$ cat config.mk
export PLATFORM = sky130hd
export DESIGN_NAME = cta_core
export DESIGN_NICKNAME = d
export VERILOG_FILES = /design/src/inc/cta_pkg.sv /design/src/cta_core.sv
export SDC_FILE = /design/constraint.sdc
export NUM_CORES = 1
export LEC_CHECK = 0
export BUFFER_PORTS_ARGS = -buffer_cell sky130_fd_sc_hd__buf_2
export CORE_MARGIN = 2
export CORE_UTILIZATION = 47
export DETAILED_ROUTE_END_ITERATION = 10
export PLACE_DENSITY = 0.82
export SLEW_MARGIN = 30
export SYNTH_ARGS = -nofsm -noshare
export SYNTH_HDL_FRONTEND = slang
export SYNTH_SLANG_ARGS = --single-unit
$ cat constraint.sdc
create_clock -name clk -period 4.25 [get_ports clk]
set_clock_uncertainty 0.05 [all_clocks]
set_input_delay 0.425 -clock clk [delete_from_list [all_inputs] [get_ports clk]]
set_output_delay 0.425 -clock clk [all_outputs]
set_load 0.05 [all_outputs]
$ cat src/inc/cta_pkg.sv
// package: register map, field layout and carrier types for the tx abort and id filter block
// ============================================================================
// Operation
// - writing one clears an empty flag
// - ack flags read-only, cleared with empty flag
// - ack reads one if aborted, zero if sent
// - software clears empty; controller sets after sending
// - successful abort also sets empty flag
// - empty flag and enable keep interrupt pending
// - empty flag set clears abort request
// - abort granted before start or after failure
// - software can only set abort requests
// - resets and soft reset hold tx registers
// - mode selects 32, 16, 8-bit or closed
// - closed filter accepts nothing
// - hit index updates on foreground copy
// - filter registers writable only in soft reset
// - error counters read-only copies
// - only accepted messages signal the cpu
// - code compared bitwise with identifier bytes
// - extended uses four pairs, standard two
// - mask one ignores, zero must match
package cta_pkg;

    // ========================================================================
    // register byte addresses
    localparam logic [5:0] ADDR_MODCTL   = 6'h00; // soft reset control
    localparam logic [5:0] ADDR_TXFLG    = 6'h04;
    localparam logic [5:0] ADDR_TXCTL    = 6'h08;
    localparam logic [5:0] ADDR_IDACC    = 6'h0C;
    localparam logic [5:0] ADDR_RXERR    = 6'h10;
    localparam logic [5:0] ADDR_TXERR    = 6'h14;
    localparam logic [5:0] ADDR_CODE0    = 6'h20; // code 0..3 at +4 steps
    localparam logic [5:0] ADDR_MASK0    = 6'h30; // mask 0..3 at +4 steps

    // ========================================================================
    // field positions
    localparam int ACK_LSB    = 4;    // tx flag: ack bits 6:4
    localparam int EMPTY_LSB  = 0;    // tx flag: empty bits 2:0
    localparam int REQ_LSB    = 4;    // tx control: abort req bits 6:4
    localparam int IEN_LSB    = 0;    // tx control: enables 2:0
    localparam int HIT_LSB    = 0;    // id control: hit bits 1:0
    localparam int MODE_LSB   = 4;    // id control: mode bits 5:4
    localparam int SFT_BIT    = 0;    // module control: soft reset bit

    // ========================================================================
    // reset values and bus response codes
    localparam logic [2:0] EMPTY_RST  = 3'h7;
    localparam logic [7:0] MODCTL_RST = 8'h01;
    localparam logic [1:0] RESP_OKAY  = 2'h0;
    localparam logic [1:0] RESP_SLV   = 2'h2;

    // filter layout select encodings
    typedef enum logic [1:0]
    {
        MODE_W32  = 2'h0,
        MODE_W16  = 2'h1,
        MODE_W8   = 2'h2,
        MODE_SHUT = 2'h3
    } cta_mode_t;

    // per-buffer events from the transmit engine
    typedef struct packed
    {
        logic [2:0] sent;     // message sent ok
        logic [2:0] aborted;  // abort granted (not started or failed)
    } cta_tx_evt_t;

    // incoming message offered by the background buffer
    typedef struct packed
    {
        logic        valid;   // one-cycle pulse
        logic        ext;     // extended identifier
        logic [31:0] id;      // identifier bytes 0..3, byte 0 in 31:24
    } cta_rx_msg_t;

endpackage : cta_pkg

$ cat src/cta_core.sv
// design: transmit handshake flags, acceptance filter and error counter view
`timescale 1ns/100ps
`default_nettype none

module cta_core
(
    input  wire logic                 clk,
    input  wire logic                 rst_b,
    // axi4-lite slave
    input  wire logic [5:0]           s_awaddr,
    input  wire logic                 s_awvalid,
    output var  logic                 s_awready,
    input  wire logic [31:0]          s_wdata,
    input  wire logic [3:0]           s_wstrb,
    input  wire logic                 s_wvalid,
    output var  logic                 s_wready,
    output var  logic [1:0]           s_bresp,
    output var  logic                 s_bvalid,
    input  wire logic                 s_bready,
    input  wire logic [5:0]           s_araddr,
    input  wire logic                 s_arvalid,
    output var  logic                 s_arready,
    output var  logic [31:0]          s_rdata,
    output var  logic [1:0]           s_rresp,
    output var  logic                 s_rvalid,
    input  wire logic                 s_rready,
    // transmit engine side
    input  wire cta_pkg::cta_tx_evt_t tx_evt,
    output var  logic [2:0]           tx_pending,
    output var  logic [2:0]           tx_abort_req,
    output var  logic                 tx_empty_irq,
    // receive side
    input  wire cta_pkg::cta_rx_msg_t rx_msg,
    input  wire logic                 fg_free,
    output var  logic                 fg_load,
    output var  logic [1:0]           fg_hit,
    // internal error counters and sleep state
    input  wire logic [7:0]           rx_err_cnt,
    input  wire logic [7:0]           tx_err_cnt,
    input  wire logic                 sleep_mode,
    output var  logic                 soft_reset
);

    // ========================================================================
    // state registers
    logic [7:0] modctl_reg;         // module control, soft reset bit
    logic [2:0] empty_reg;          // buffer empty flags
    logic [2:0] ack_reg;            // abort ack flags
    logic [2:0] req_reg;            // abort request bits
    logic [2:0] ien_reg;            // empty interrupt enables
    logic [1:0] mode_reg;           // filter layout select
    logic [1:0] hit_reg;            // filter hit index
    logic [7:0] code_reg [4];       // acceptance code bytes
    logic [7:0] mask_reg [4];       // acceptance mask bytes
    logic       aw_held_reg;        // write address taken
    logic       w_held_reg;         // write data taken
    logic [5:0] awaddr_reg;
    logic [31:0] wdata_reg;
    logic [3:0] wstrb_reg;

    wire        sft = modctl_reg[cta_pkg::SFT_BIT];

    // ========================================================================
    // write channel: address and data accepted in either order
    wire        aw_take = s_awvalid && s_awready;
    wire        w_take  = s_wvalid && s_wready;
    wire        wr_go   = aw_held_reg && w_held_reg && !s_bvalid;
    wire        wr_lane = wstrb_reg[0];     // registers live in byte lane 0
    wire [7:0]  wbyte   = wdata_reg[7:0];
    wire        wr_mod  = wr_go && wr_lane && awaddr_reg == cta_pkg::ADDR_MODCTL;
    wire        wr_flg  = wr_go && wr_lane && awaddr_reg == cta_pkg::ADDR_TXFLG;
    wire        wr_ctl  = wr_go && wr_lane && awaddr_reg == cta_pkg::ADDR_TXCTL;
    wire        wr_idc  = wr_go && wr_lane && awaddr_reg == cta_pkg::ADDR_IDACC && sft;
    wire        wr_ok   = awaddr_reg inside {cta_pkg::ADDR_MODCTL, cta_pkg::ADDR_TXFLG,
                          cta_pkg::ADDR_TXCTL, cta_pkg::ADDR_IDACC, cta_pkg::ADDR_RXERR,
                          cta_pkg::ADDR_TXERR} || awaddr_reg[5:4] inside {2'h2, 2'h3};

    // channel handshake registers
    always_ff @(posedge clk or negedge rst_b)
    begin
        if (!rst_b)
        begin
            aw_held_reg <= 1'b0;
            w_held_reg  <= 1'b0;
            awaddr_reg  <= 6'h00;
            wdata_reg   <= 32'h0000_0000;
            wstrb_reg   <= 4'h0;
            s_awready   <= 1'b0;
            s_wready    <= 1'b0;
            s_bvalid    <= 1'b0;
            s_bresp     <= cta_pkg::RESP_OKAY;
        end
        else
        begin
            s_awready <= !aw_held_reg && !aw_take;
            s_wready  <= !w_held_reg && !w_take;
            if (aw_take)
            begin
                aw_held_reg <= 1'b1;
                awaddr_reg  <= s_awaddr;
            end
            if (w_take)
            begin
                w_held_reg <= 1'b1;
                wdata_reg  <= s_wdata;
                wstrb_reg  <= s_wstrb;
            end
            if (wr_go)
            begin
                // unmapped addresses below 0x20 answer slave error; every address from 0x20 to 0x3F answers okay
                s_bvalid    <= 1'b1;
                s_bresp     <= wr_ok ? cta_pkg::RESP_OKAY : cta_pkg::RESP_SLV;
                aw_held_reg <= 1'b0;
                w_held_reg  <= 1'b0;
            end
            else if (s_bvalid && s_bready)
            begin
                s_bvalid <= 1'b0;
            end
        end
    end

    // ========================================================================
    // module control: soft reset comes up set
    always_ff @(posedge clk or negedge rst_b)
    begin
        if (!rst_b)
            modctl_reg <= cta_pkg::MODCTL_RST;
        else if (wr_mod)
            modctl_reg <= {7'h00, wbyte[cta_pkg::SFT_BIT]};
    end

    // ========================================================================
    // transmit flags; hardware set wins over software clear
    wire [2:0]  flg_clr  = wr_flg ? wbyte[cta_pkg::EMPTY_LSB +: 3] : 3'h0;
    wire [2:0]  grant    = tx_evt.aborted & req_reg & ~empty_reg;
    wire [2:0]  set_e    = (tx_evt.sent & ~empty_reg) | grant;
    wire [2:0]  req_set  = wr_ctl ? wbyte[cta_pkg::REQ_LSB +: 3] : 3'h0;

    wire [2:0]  empty_next = set_e | (empty_reg & ~flg_clr);
    // ack follows last completion; clears with empty flag
    wire [2:0]  ack_next   = grant | (ack_reg & ~flg_clr & ~(tx_evt.sent & ~empty_reg));
    // request set only by software, dropped by a new empty flag or by soft reset
    wire [2:0]  req_next   = (req_reg | req_set) & ~set_e;

    always_ff @(posedge clk or negedge rst_b)
    begin
        if (!rst_b)
        begin
            empty_reg <= cta_pkg::EMPTY_RST;
            ack_reg   <= 3'h0;
            req_reg   <= 3'h0;
            ien_reg   <= 3'h0;
        end
        else if (sft)
        begin
            // held in reset state while soft reset set
            empty_reg <= cta_pkg::EMPTY_RST;
            ack_reg   <= 3'h0;
            req_reg   <= 3'h0;
            ien_reg   <= 3'h0;
        end
        else
        begin
            empty_reg <= empty_next;
            ack_reg   <= ack_next;
            req_reg   <= req_next;
            if (wr_ctl)
                ien_reg <= wbyte[cta_pkg::IEN_LSB +: 3];
        end
    end

    // outputs to transmit engine, all registered
    always_ff @(posedge clk or negedge rst_b)
    begin
        if (!rst_b)
        begin
            tx_pending   <= 3'h0;
            tx_abort_req <= 3'h0;
            tx_empty_irq <= 1'b0;
            soft_reset   <= 1'b1;
        end
        else
        begin
            tx_pending   <= sft ? 3'h0 : ~empty_next;
            tx_abort_req <= sft ? 3'h0 : req_next;
            tx_empty_irq <= !sft && |(empty_next & (wr_ctl ? wbyte[2:0] : ien_reg));
            soft_reset   <= wr_mod ? wbyte[cta_pkg::SFT_BIT] : sft;
        end
    end

    // ========================================================================
    // acceptance filter
    logic [3:0] hits;                               // per-filter match
    wire  [31:0] code_w = {code_reg[0], code_reg[1], code_reg[2], code_reg[3]};
    wire  [31:0] mask_w = {mask_reg[0], mask_reg[1], mask_reg[2], mask_reg[3]};
    // mismatch bit is one only where a cared bit differs
    wire  [31:0] miss   = (rx_msg.id ^ code_w) & ~mask_w;
    // standard ids only use first two pairs
    wire  [31:0] miss_q = rx_msg.ext ? miss : {miss[31:16], 16'h0000};

    always_comb
    begin
        hits = 4'h0;
        case (cta_pkg::cta_mode_t'(mode_reg))
            cta_pkg::MODE_W32: hits = {3'h0, ~|miss_q};
            cta_pkg::MODE_W16: hits = {2'h0, ~|miss_q[15:0], ~|miss_q[31:16]};
            cta_pkg::MODE_W8:  hits = {~|miss_q[7:0], ~|miss_q[15:8],
                                       ~|miss_q[23:16], ~|miss_q[31:24]};
            cta_pkg::MODE_SHUT: hits = 4'h0;
            default:           hits = 4'h0;
        endcase
    end

    wire [1:0] hit_idx = hits[0] ? 2'h0 : hits[1] ? 2'h1 : hits[2] ? 2'h2 : 2'h3;
    // only accepted messages reach the cpu; others are overwritten
    wire       accept  = rx_msg.valid && |hits && fg_free;

    // filter registers, writable only in soft reset
    genvar gi;
    generate
        for (gi = 0; gi < 4; gi++)
        begin : g_flt
            always_ff @(posedge clk or negedge rst_b)
            begin
                if (!rst_b)
                begin
                    code_reg[gi] <= 8'h00;
                    mask_reg[gi] <= 8'h00;
                end
                else if (wr_go && wr_lane && sft)
                begin
                    if (awaddr_reg == cta_pkg::ADDR_CODE0 + 6'(4 * gi))
                        code_reg[gi] <= wbyte;
                    if (awaddr_reg == cta_pkg::ADDR_MASK0 + 6'(4 * gi))
                        mask_reg[gi] <= wbyte;
                end
            end
        end
    endgenerate

    // mode, hit index and foreground load
    always_ff @(posedge clk or negedge rst_b)
    begin
        if (!rst_b)
        begin
            mode_reg <= 2'h0;
            hit_reg  <= 2'h0;
            fg_load  <= 1'b0;
            fg_hit   <= 2'h0;
        end
        else
        begin
            if (wr_idc)
                mode_reg <= wbyte[cta_pkg::MODE_LSB +: 2];
            fg_load <= accept;
            if (accept)
            begin
                hit_reg <= hit_idx;
                fg_hit  <= hit_idx;
            end
        end
    end

    // ========================================================================
    // read channel, one cycle answer
    logic [7:0] rbyte;
    logic       rd_ok;
    always_comb
    begin
        rbyte = 8'h00;
        rd_ok = 1'b1;
        case (s_araddr)
            cta_pkg::ADDR_MODCTL: rbyte = modctl_reg;
            cta_pkg::ADDR_TXFLG:  rbyte = {1'b0, ack_reg, 1'b0, empty_reg};
            cta_pkg::ADDR_TXCTL:  rbyte = {1'b0, req_reg, 1'b0, ien_reg};
            cta_pkg::ADDR_IDACC:  rbyte = {2'h0, mode_reg, 2'h0, hit_reg};
            cta_pkg::ADDR_RXERR:  rbyte = rx_err_cnt;
            cta_pkg::ADDR_TXERR:  rbyte = tx_err_cnt;
            default:
            begin
                if (s_araddr[5:4] == 2'h2 && s_araddr[1:0] == 2'h0)
                    rbyte = code_reg[s_araddr[3:2]];
                else if (s_araddr[5:4] == 2'h3 && s_araddr[1:0] == 2'h0)
                    rbyte = mask_reg[s_araddr[3:2]];
                else
                    rd_ok = 1'b0;
            end
        endcase
    end

    always_ff @(posedge clk or negedge rst_b)
    begin
        if (!rst_b)
        begin
            s_arready <= 1'b0;
            s_rvalid  <= 1'b0;
            s_rdata   <= 32'h0000_0000;
            s_rresp   <= cta_pkg::RESP_OKAY;
        end
        else
        begin
            s_arready <= !s_rvalid && !(s_arvalid && s_arready);
            if (s_arvalid && s_arready)
            begin
                s_rvalid <= 1'b1;
                s_rdata  <= {24'h000000, rbyte};
                s_rresp  <= rd_ok ? cta_pkg::RESP_OKAY : cta_pkg::RESP_SLV;
            end
            else if (s_rvalid && s_rready)
            begin
                s_rvalid <= 1'b0;
            end
        end
    end

    // ========================================================================
    // assertions
    property p_empty_clr;
        @(posedge clk) disable iff (!rst_b)
        (wr_flg && !sft && wbyte[0] && empty_reg[0] && !set_e[0]) |=> !empty_reg[0] && !ack_reg[0];
    endproperty
    a_empty_clr: assert property (p_empty_clr) else $error("empty flag not cleared");

    property p_zero_keep;
        @(posedge clk) disable iff (!rst_b)
        (wr_flg && !sft && !wbyte[1] && empty_reg[1]) |=> empty_reg[1];
    endproperty
    a_zero_keep: assert property (p_zero_keep) else $error("zero write cleared flag");

    property p_sent;
        @(posedge clk) disable iff (!rst_b)
        (!sft && tx_evt.sent[0] && !empty_reg[0] && !grant[0]) |=> empty_reg[0] && !ack_reg[0];
    endproperty
    a_sent: assert property (p_sent) else $error("sent did not set empty");

    property p_abort;
        @(posedge clk) disable iff (!rst_b)
        (!sft && grant[2]) |=> empty_reg[2] && ack_reg[2] && !req_reg[2];
    endproperty
    a_abort: assert property (p_abort) else $error("abort not completed");

    property p_req_hold;
        @(posedge clk) disable iff (!rst_b)
        (!sft && req_reg[1] && !set_e[1]) |=> req_reg[1];
    endproperty
    a_req_hold: assert property (p_req_hold) else $error("abort request dropped");

    property p_irq;
        @(posedge clk) disable iff (!rst_b)
        (!sft && |(empty_reg & ien_reg)) |-> tx_empty_irq;
    endproperty
    a_irq: assert property (p_irq) else $error("empty interrupt missing");

    property p_sft_hold;
        @(posedge clk) disable iff (!rst_b)
        sft |=> (empty_reg == cta_pkg::EMPTY_RST && req_reg == 3'h0 && ien_reg == 3'h0);
    endproperty
    a_sft_hold: assert property (p_sft_hold) else $error("tx regs not held");

    property p_mode_lock;
        @(posedge clk) disable iff (!rst_b)
        !sft |=> $stable(mode_reg) && $stable(code_reg[0]) && $stable(mask_reg[3]);
    endproperty
    a_mode_lock: assert property (p_mode_lock) else $error("filter written outside soft reset");

    property p_closed;
        @(posedge clk) disable iff (!rst_b)
        mode_reg == 2'h3 |=> !fg_load;
    endproperty
    a_closed: assert property (p_closed) else $error("closed filter loaded");

    property p_hit;
        @(posedge clk) disable iff (!rst_b)
        accept |=> fg_load && hit_reg == $past(hit_idx);
    endproperty
    a_hit: assert property (p_hit) else $error("hit index not updated");

    c_abort: cover property (@(posedge clk) disable iff (!rst_b) grant != 3'h0);
    c_sent:  cover property (@(posedge clk) disable iff (!rst_b) !sft && tx_evt.sent[0] && !empty_reg[0]);
    c_acc:   cover property (@(posedge clk) disable iff (!rst_b) accept && mode_reg == 2'h2);

endmodule : cta_core

`default_nettype wire

Word level (Yosys, flattened, before mapping) --
Cells that the tools add are included. W data, S select, Z words.
Word-level totals: bits in registers 121
Cells by class: equal/unequal tests 25, bitwise logic cells 21, mux-type cells 36, reductions and logical operators 66, order comparisons 1
Operator list (count):
- $eq A6 B6 Y1 const B | 8
- $mux W8 | 6
- $pmux W8 S6 | 1
- $and A32 B32 Y32 | 1
- $bmux W8 S2 | 2
- $not A32 Y32 | 1
- $reduce_or A16 Y1 | 2
- $reduce_or A32 Y1 | 1
- $reduce_or A8 Y1 | 4
- $xor A32 B32 Y32 | 1
- $and A3 B3 Y3 | 8
- $eq A6 B4 Y1 const B | 4
- $eq A6 B5 Y1 const B | 4
- $mux W3 | 8
- $logic_and A1 B1 Y1 | 22
- $mux W16 | 1
- $pmux W4 S4 | 1
- $reduce_and A2 Y1 | 8
- $logic_not A1 Y1 | 15
- $not A3 Y3 | 5
- $mux W1 | 13
- $eq A2 B2 Y1 const B | 6
- $eq A6 B3 Y1 const B | 2
- $logic_not A6 Y1 | 2
- other kinds (12) | 23

Logic depth before layout (Yosys ltp) --
Gate-level depths: netlist (run 1).
word-level depth 11, depth in mapped cells 8, gate-level depth less buffers 7

Least setup slack after synthesis (run 1) --
Ideal clock, no wire load.
path kind reg2reg, start register s_bvalid, end register code_reg[0] (netlist bit), clock period less this slack 2.223 ns, data required time 4.075 ns, cell stages (with the launch flop) 7, setup time 0.125 ns, setup slack 2.027 ns, buffers on the path 0, arrival time 2.048 ns, path through dfrtp_1 > and3b_1 > nand4_2 > inv_1 > nand3_1 > nor2_2 > mux2_2
On the way: word-level cells in the longest chain between the ends 5
Ends and longest elaborated chain:
- start: declaration | RTL line cta_core.sv:18 | output var logic s_bvalid,
- start signal: assignment | RTL line cta_core.sv:90 | s_bvalid <= 1'b0;
- start signal: assignment | RTL line cta_core.sv:111 | s_bvalid <= 1'b1;
- start signal: assignment | RTL line cta_core.sv:118 | s_bvalid <= 1'b0;
- $logic_not A1 Y1 | RTL line cta_core.sv:67 | wire wr_go = aw_held_reg && w_held_reg && !s_bvalid;
- $logic_and A1 B1 Y1 | RTL line cta_core.sv:67
- $logic_and A1 B1 Y1 (2 in series) | RTL line cta_core.sv:231 | else if (wr_go && wr_lane && sft)
- $reduce_and A2 Y1 (no line)
- end signal: indexed assignment | RTL line cta_core.sv:234 | code_reg[gi] <= wbyte;
- end: declaration | RTL line cta_core.sv:53 | logic [7:0] code_reg [4];
Every way passes these cells. A chain may end at the register's enable or synchronous reset.

Worst setup path in the final report (run 1) --
start register modctl_reg[0], end register code_reg[4] (netlist bit)
On the way: word-level cells in the longest chain between the ends 2
Ends and longest elaborated chain:
- start: declaration | RTL line cta_core.sv:46 | logic [7:0] modctl_reg;
- start signal: assignment | RTL line cta_core.sv:128 | modctl_reg <= cta_pkg::MODCTL_RST;
- start signal: assignment | RTL line cta_core.sv:130 | modctl_reg <= {7'h00, wbyte[cta_pkg::SFT_BIT]};
- $logic_and A1 B1 Y1 | RTL line cta_core.sv:231
- $reduce_and A2 Y1 (no line)
Every way passes these cells.

==> run metrics, run 1 <==
leading cell type in the layout, fill and taps excluded dfrtp_1; fraction of registers with async set/reset 100.0%; FP Rows a little over 40; Synth Cell Area between 6000 and 7000 sq um; core area 12670 sq um; design area 7312 sq um; Die ar. approximately 14000 sq um; initial DRC count approximately 290; CTS Buf Count 17; pre-CTS setup slack between 1.5 and 2 ns; YS warnings 0; CP cell instances nand4_2 > inv_1 > nand3_1 > nor2_2 > mux2_2; actual slew at the worst max-slew pin 0.9276 ns; Slew HR 37.82%; drt first pass iters 5; DRC 0; CP required 4.50 ns; PostCTS Resize Cnt 0; DR WL met2 about 7.2 mm; Overall Global Routing Usage around a quarter; CTS sink count ~120; final core occ between 50 and 60%; element type at the critical path start flop; grt total ovfl 0; Final min period between 2 and 3 ns; period utilisation layout 59.00%; cell family with most CP delay simple AND/OR/NAND/NOR gates; vias in the first global route between 4k and 5k; Leakage 0.003468 uW; Post-Syn Instances about 490; Skew-Pair Late Insertion Delay 0.42 ns; setup TNS 0 ns; final hold vios 0; RSZ-0062 raised after global routing no; number of synthesized register bits ~120; CTS tree built; Area growth syn-to-layout 19.44%; DR WL met3 between 1 and 1.5 mm; status complete, no violations; CP Capture Type flop; Peak supply drop between 0.2 and 0.3 mV; placed cell areas roughly 6700 sq um; number of synthesized flops with an enable pin 0; Finish-stage setup viols 0; cts hold-fix bufs 0; Seq/Total Area, Yosys between 40 and 50%; layout cells sized above 1 43.49%; Fill cells between 1k and 1.5k; number of setup buffers added after CTS 0; max_cap viols 0; first-pass GRT wire length around 25 mm; max layer used met4; Synth Flop Type dfrtp_1; power per cell area 548.3 nW/um^2; worst-path fanout max 16; Vias/cell 5.599; total number of H-tree levels 4; clk slew on worst S/H paths around 0.060 ns; Clock Path Buffers 2; final RePlAce weighted congestion 0.9087; synth unique cells 54; via count about 4.4k; Post-Route WL between 15 and 20 mm; # diodes 0; WS Path Type flop to flop; average size of a mapped cell 12.44 sq um; Placed Cells incl. Taps between 700 and 800; Met1 Wirelength around 6.3 mm; CP Data Arrival Time 2.76 ns; antenna violations before repair 0; Final Max Tran Viols 0; Final Worst Setup Slack roughly 1.7 ns; Worst path max stage delay roughly 0.7 ns; clk root buf clkbuf_16; drt wl/cell 19.47 um; HP Class input port to async pin; # port buffers 110; fin nets around 720; Fmax roughly 0.4 GHz; most frequent cells in the layout 114 x dfrtp_1, 109 x buf_2, 91 x mux2_2; Initial Utilization about half; IO Count 165; Die Width between 100 and 150 um; Layout Cells excl Fill between 700 and 800; CP max-delay cell dfstp_2; antenna viol nets, final 0; die height approximately 120 um; largest net degree at the start of global routing 68; Buffers & Inverters on Critical Path 1; Detailed Place HPWL 10.96 mm
-- layer usage --
| metal | vias up | global-route usage, % |
|---|---|---|
| li1 | 1957 | - |
| met1 | 2178 | 30.13 |
| met2 | 229 | 36.92 |
| met3 | 37 | 6.708 |
| met4 | 0 | 9.714 |
| met5 | - | 0 |
-- power by group --
group          internal (uW)  switching, uW
combinational            303            631
clock                    943            488
sequential              1350            296
total                   2590           1410
-- cells by family (layout without fill, tap and decap cells) --
logic type	count (synthesis)	after routing	share of synthesized area [%]
AOI/OAI and AO/OA	74	74	7.910
xor gates and xnor gates	32	32	4.578
adders and majority gates	1	1	0.1839
buffers and inverters	58	155	5.355
DFF	119	119	48.74
muxes	121	121	25.24
other	1	26	0.06125
and+or+nand+nor	86	86	7.930
-- worst paths after layout --
| kind | start | slack [ns] | depth (start not counted) | end |
|---|---|---|---|---|
| setup reg to reg | modctl_reg[0] | 1.74 | 5 | code_reg[4] |
| setup / recovery | modctl_reg[0] | 1.74 | 5 | code_reg[4] |
| max in group asynchronous | rst_b | 3.17 | 2 | empty_reg[0] |
| hold / removal | rst_b | 0.07 | 1 | code_reg[16] |
| min in group clk | s_bready | 0.14 | 2 | s_bvalid |
| hold reg to reg | w_held_reg | 0.41 | 1 | s_wready |
-- cell usage after synthesis (3+ instances only) --
cell / instances / area [sq um]
a21oi_1: 23 / 115.1
dfrtp_1: 114 / 2853
mux2i_1: 13 / 130.1
clkbuf_1: 14 / 52.55
inv_1: 12 / 45.04
nand2b_1: 4 / 25.02
a31oi_1: 4 / 25.02
nand2_1: 18 / 67.56
o22ai_1: 22 / 137.6
nor2_2: 3 / 18.77
o21ai_0: 4 / 20.02
and2_1: 4 / 25.02
mux2_2: 91 / 1025
buf_2: 4 / 20.02
dfstp_2: 5 / 131.4
nor3_1: 7 / 35.03
nor2_1: 27 / 101.4
a22oi_1: 5 / 37.54
buf_4: 28 / 210.2
xnor2_1: 32 / 280.3
nand3_1: 3 / 15.01
mux4_2: 15 / 337.8
-- area by class of cell --
cell class	count	area, sq um	area share, %
flip-flops and latches	119	2984	40.81
well taps	172	215.2	2.943
clock inverters	9	125.1	1.711
multi-input cells	340	2910	39.80
inverters	12	45.04	0.6160
repair buffers	112	568.0	7.769
clock buffers	22	464.2	6.348
-- metrics by stage --
step / hold slack (ns) / power (uW)
global route: 0.1278 / 4191
CTS: 0.09670 / 4024
finish: 0.07087 / 4009
global placement: 0.3847 / 2544
floorplan: 0.07941 / 2297
detailed placement: 0.4001 / 2587
(Power assumes the default switching activity.)
==> run 2, diff against run 1 <==
==> constraint.sdc (replaced) <==
create_clock -name clk -period 2.6 [get_ports clk]
set_clock_uncertainty 0.05 [all_clocks]
set_input_delay 0.26 -clock clk [delete_from_list [all_inputs] [get_ports clk]]
set_output_delay 0.26 -clock clk [all_outputs]
set_load 0.05 [all_outputs]
==> run 2 against run 1 <==
Net effect: die area is the same; sequential cell count is the same; count of clock-buffer cells in the layout shrank 4; critical path type unchanged; largest power group unchanged.
==> run metrics, run 2 (same netlist as run 1, synthesis figures left out) <==
status complete, no violations; RSZ-0062 raised after global routing no; CTS sink count 119 (unchanged); actual slew at the worst max-slew pin 0.6715 ns (-0.2561 ns); Peak supply drop 0.5346 mV (+110%); IO Count 165 (unchanged); Post-Route WL 15.87 mm (+3.7%); clk root buf clkbuf_16; Detailed Place HPWL 11.38 mm (+3.9%); CTS Buf Count 17 (unchanged); largest net degree at the start of global routing 55 (-19%); final hold vios 0 (unchanged); Clock Path Buffers 2 (unchanged); leading cell type in the layout, fill and taps excluded dfrtp_1; Vias/cell 5.633 (+0.60%); grt total ovfl 0 (unchanged); element type at the critical path start flop; Pwr Total 6876 uW (+71%); Finish-stage setup viols 0 (unchanged); CP Capture Type flop; placed cell areas 6804 sq um (+1.3%); drt wl/cell 19.82 um (+1.8%); core area 12670 sq um (unchanged); Final Max Tran Viols 0 (unchanged); setup TNS 0 ns (unchanged); CP required 2.85 ns (-1.65 ns); FP Rows 41 (unchanged); die height 118.1 um (unchanged); Die Width 118.1 um (unchanged); power per cell area 915.3 nW/um^2 (+67%); drt first pass iters 5 (unchanged); via count 4512 (+2.5%); antenna viol nets, final 0 (unchanged); antenna violations before repair 0 (unchanged); clk slew on worst S/H paths 0.06 ns (about the same); DRC 0 (unchanged); # diodes 0 (unchanged); PostCTS Resize Cnt 0 (unchanged); Initial Utilization 48.32% (unchanged); CP Data Arrival Time 2.50 ns (-0.26 ns); HP Class input port to flop; # port buffers 110 (unchanged); Fmax 0.4447 GHz (+12%); vias in the first global route 4640 (+0.94%); CTS tree built; period utilisation layout 86.49% (+27 points); most frequent cells in the layout 114 x dfrtp_1, 109 x buf_2, 91 x mux2_2; final RePlAce weighted congestion 0.9158 (+0.78%); Leakage 0.003571 uW (+3.0%); initial DRC count 320 (+12%); fin nets 729 (+2.0%); Final min period 2.249 ns (-0.2589 ns); Overall Global Routing Usage 23.80% (+0.46 points); WS Path Type flop to flop; design area 7512 sq um (+2.7%); layout cells sized above 1 44.67% (+1.2 points); total number of H-tree levels 4 (unchanged); Skew-Pair Late Insertion Delay 0.42 ns (about the same); Slew HR 55.23% (+17 points); final core occ 59.29% (+1.6 points); first-pass GRT wire length 25.13 mm (+1.8%); Area growth syn-to-layout 22.71%; max_cap viols 0 (unchanged); worst-path fanout max 3 (-13); Die ar. 13950 sq um (unchanged)
-- run 2: cell types whose count changed in the layout (fill, tap and decap cells not counted), moves of 3 or more --
cell,delta
buf_4,+9
dlygate4sd3_1,+4
bufinv_16,+3
clkbuf_1,-3
-- run 2: worst paths after layout --
kind                         startpoint             to  slack (ns)  cells after the start
max                        code_reg[14]     hit_reg[0]        0.35                      7
min in group asynchronous         rst_b   wdata_reg[2]        0.35                      2
min reg2reg                    s_rvalid      s_arready        0.40                      1
max reg2reg                code_reg[14]     hit_reg[0]        0.35                      7
min                         s_awaddr[4]  awaddr_reg[4]        0.02                      2
max in group asynchronous         rst_b     soft_reset        1.36                      3
-- run 2: through the flow --
step / hold WS [ns] / setup WS [ns] / instances
final: 0.02317 / 0.3514 / 801
after global routing: 0.01382 / 0.2958 / 801
after CTS: 0.01252 / 0.3718 / 801
after detailed placement: 0.2232 / 0.3859 / 765
after global placement: 0.2146 / 0.4467 / 765
after floorplan: -0.08559 / 0.3770 / 517
-- run 2: layer usage --
| layer | part of all wire (%) | vias up | global-route usage [%] |
|---|---|---|---|
| met2 | 49 | 240 | 38.66 |
| li1 | - | 1996 | - |
| met4 | 2.4 | 0 | 9.337 |
| met1 | 41 | 2243 | 30.51 |
| met3 | 8.2 | 33 | 6.226 |
| met5 | 0 | - | 0 |
-- run 2: power breakdown --
| group | total, uW | switching (uW) | leakage (uW) | internal [uW] |
|---|---|---|---|---|
| combinational | 1560 | 1050 | 0.00168 | 511 |
| clock | 2640 | 828 | 0.000325 | 1810 |
| sequential | 2670 | 469 | 0.00157 | 2200 |
| total | 6880 | 2350 | 0.00357 | 4530 |
-- run 2: worst max-delay path, cell delays in order, from the launching register on --
cell       delay, ns
dfrtp_1         0.40
xnor2_1         0.24
o22ai_1         0.16
o41ai_2         0.48
and2_4          0.23
maj3_2          0.18
o2111ai_2       0.13
a32o_1          0.27
-- run 2: cell type report --
type / count / area, sq um
Multi-Input combinational cell: 340 / 2904
Sequential cell: 119 / 2984
Clock buffer: 18 / 439.2
Timing Repair Buffer: 126 / 695.7
Tap cell: 172 / 215.2
Clock inverter: 14 / 229.0
Inverter: 12 / 45.04
Fill cell: 991 / 5159
-- run 2: what timing repair did --
action                    4_1_cts  5_1_grt
setup buffers                   0        0
hold endpoints to repair       41        0
hold buffers                    4        0
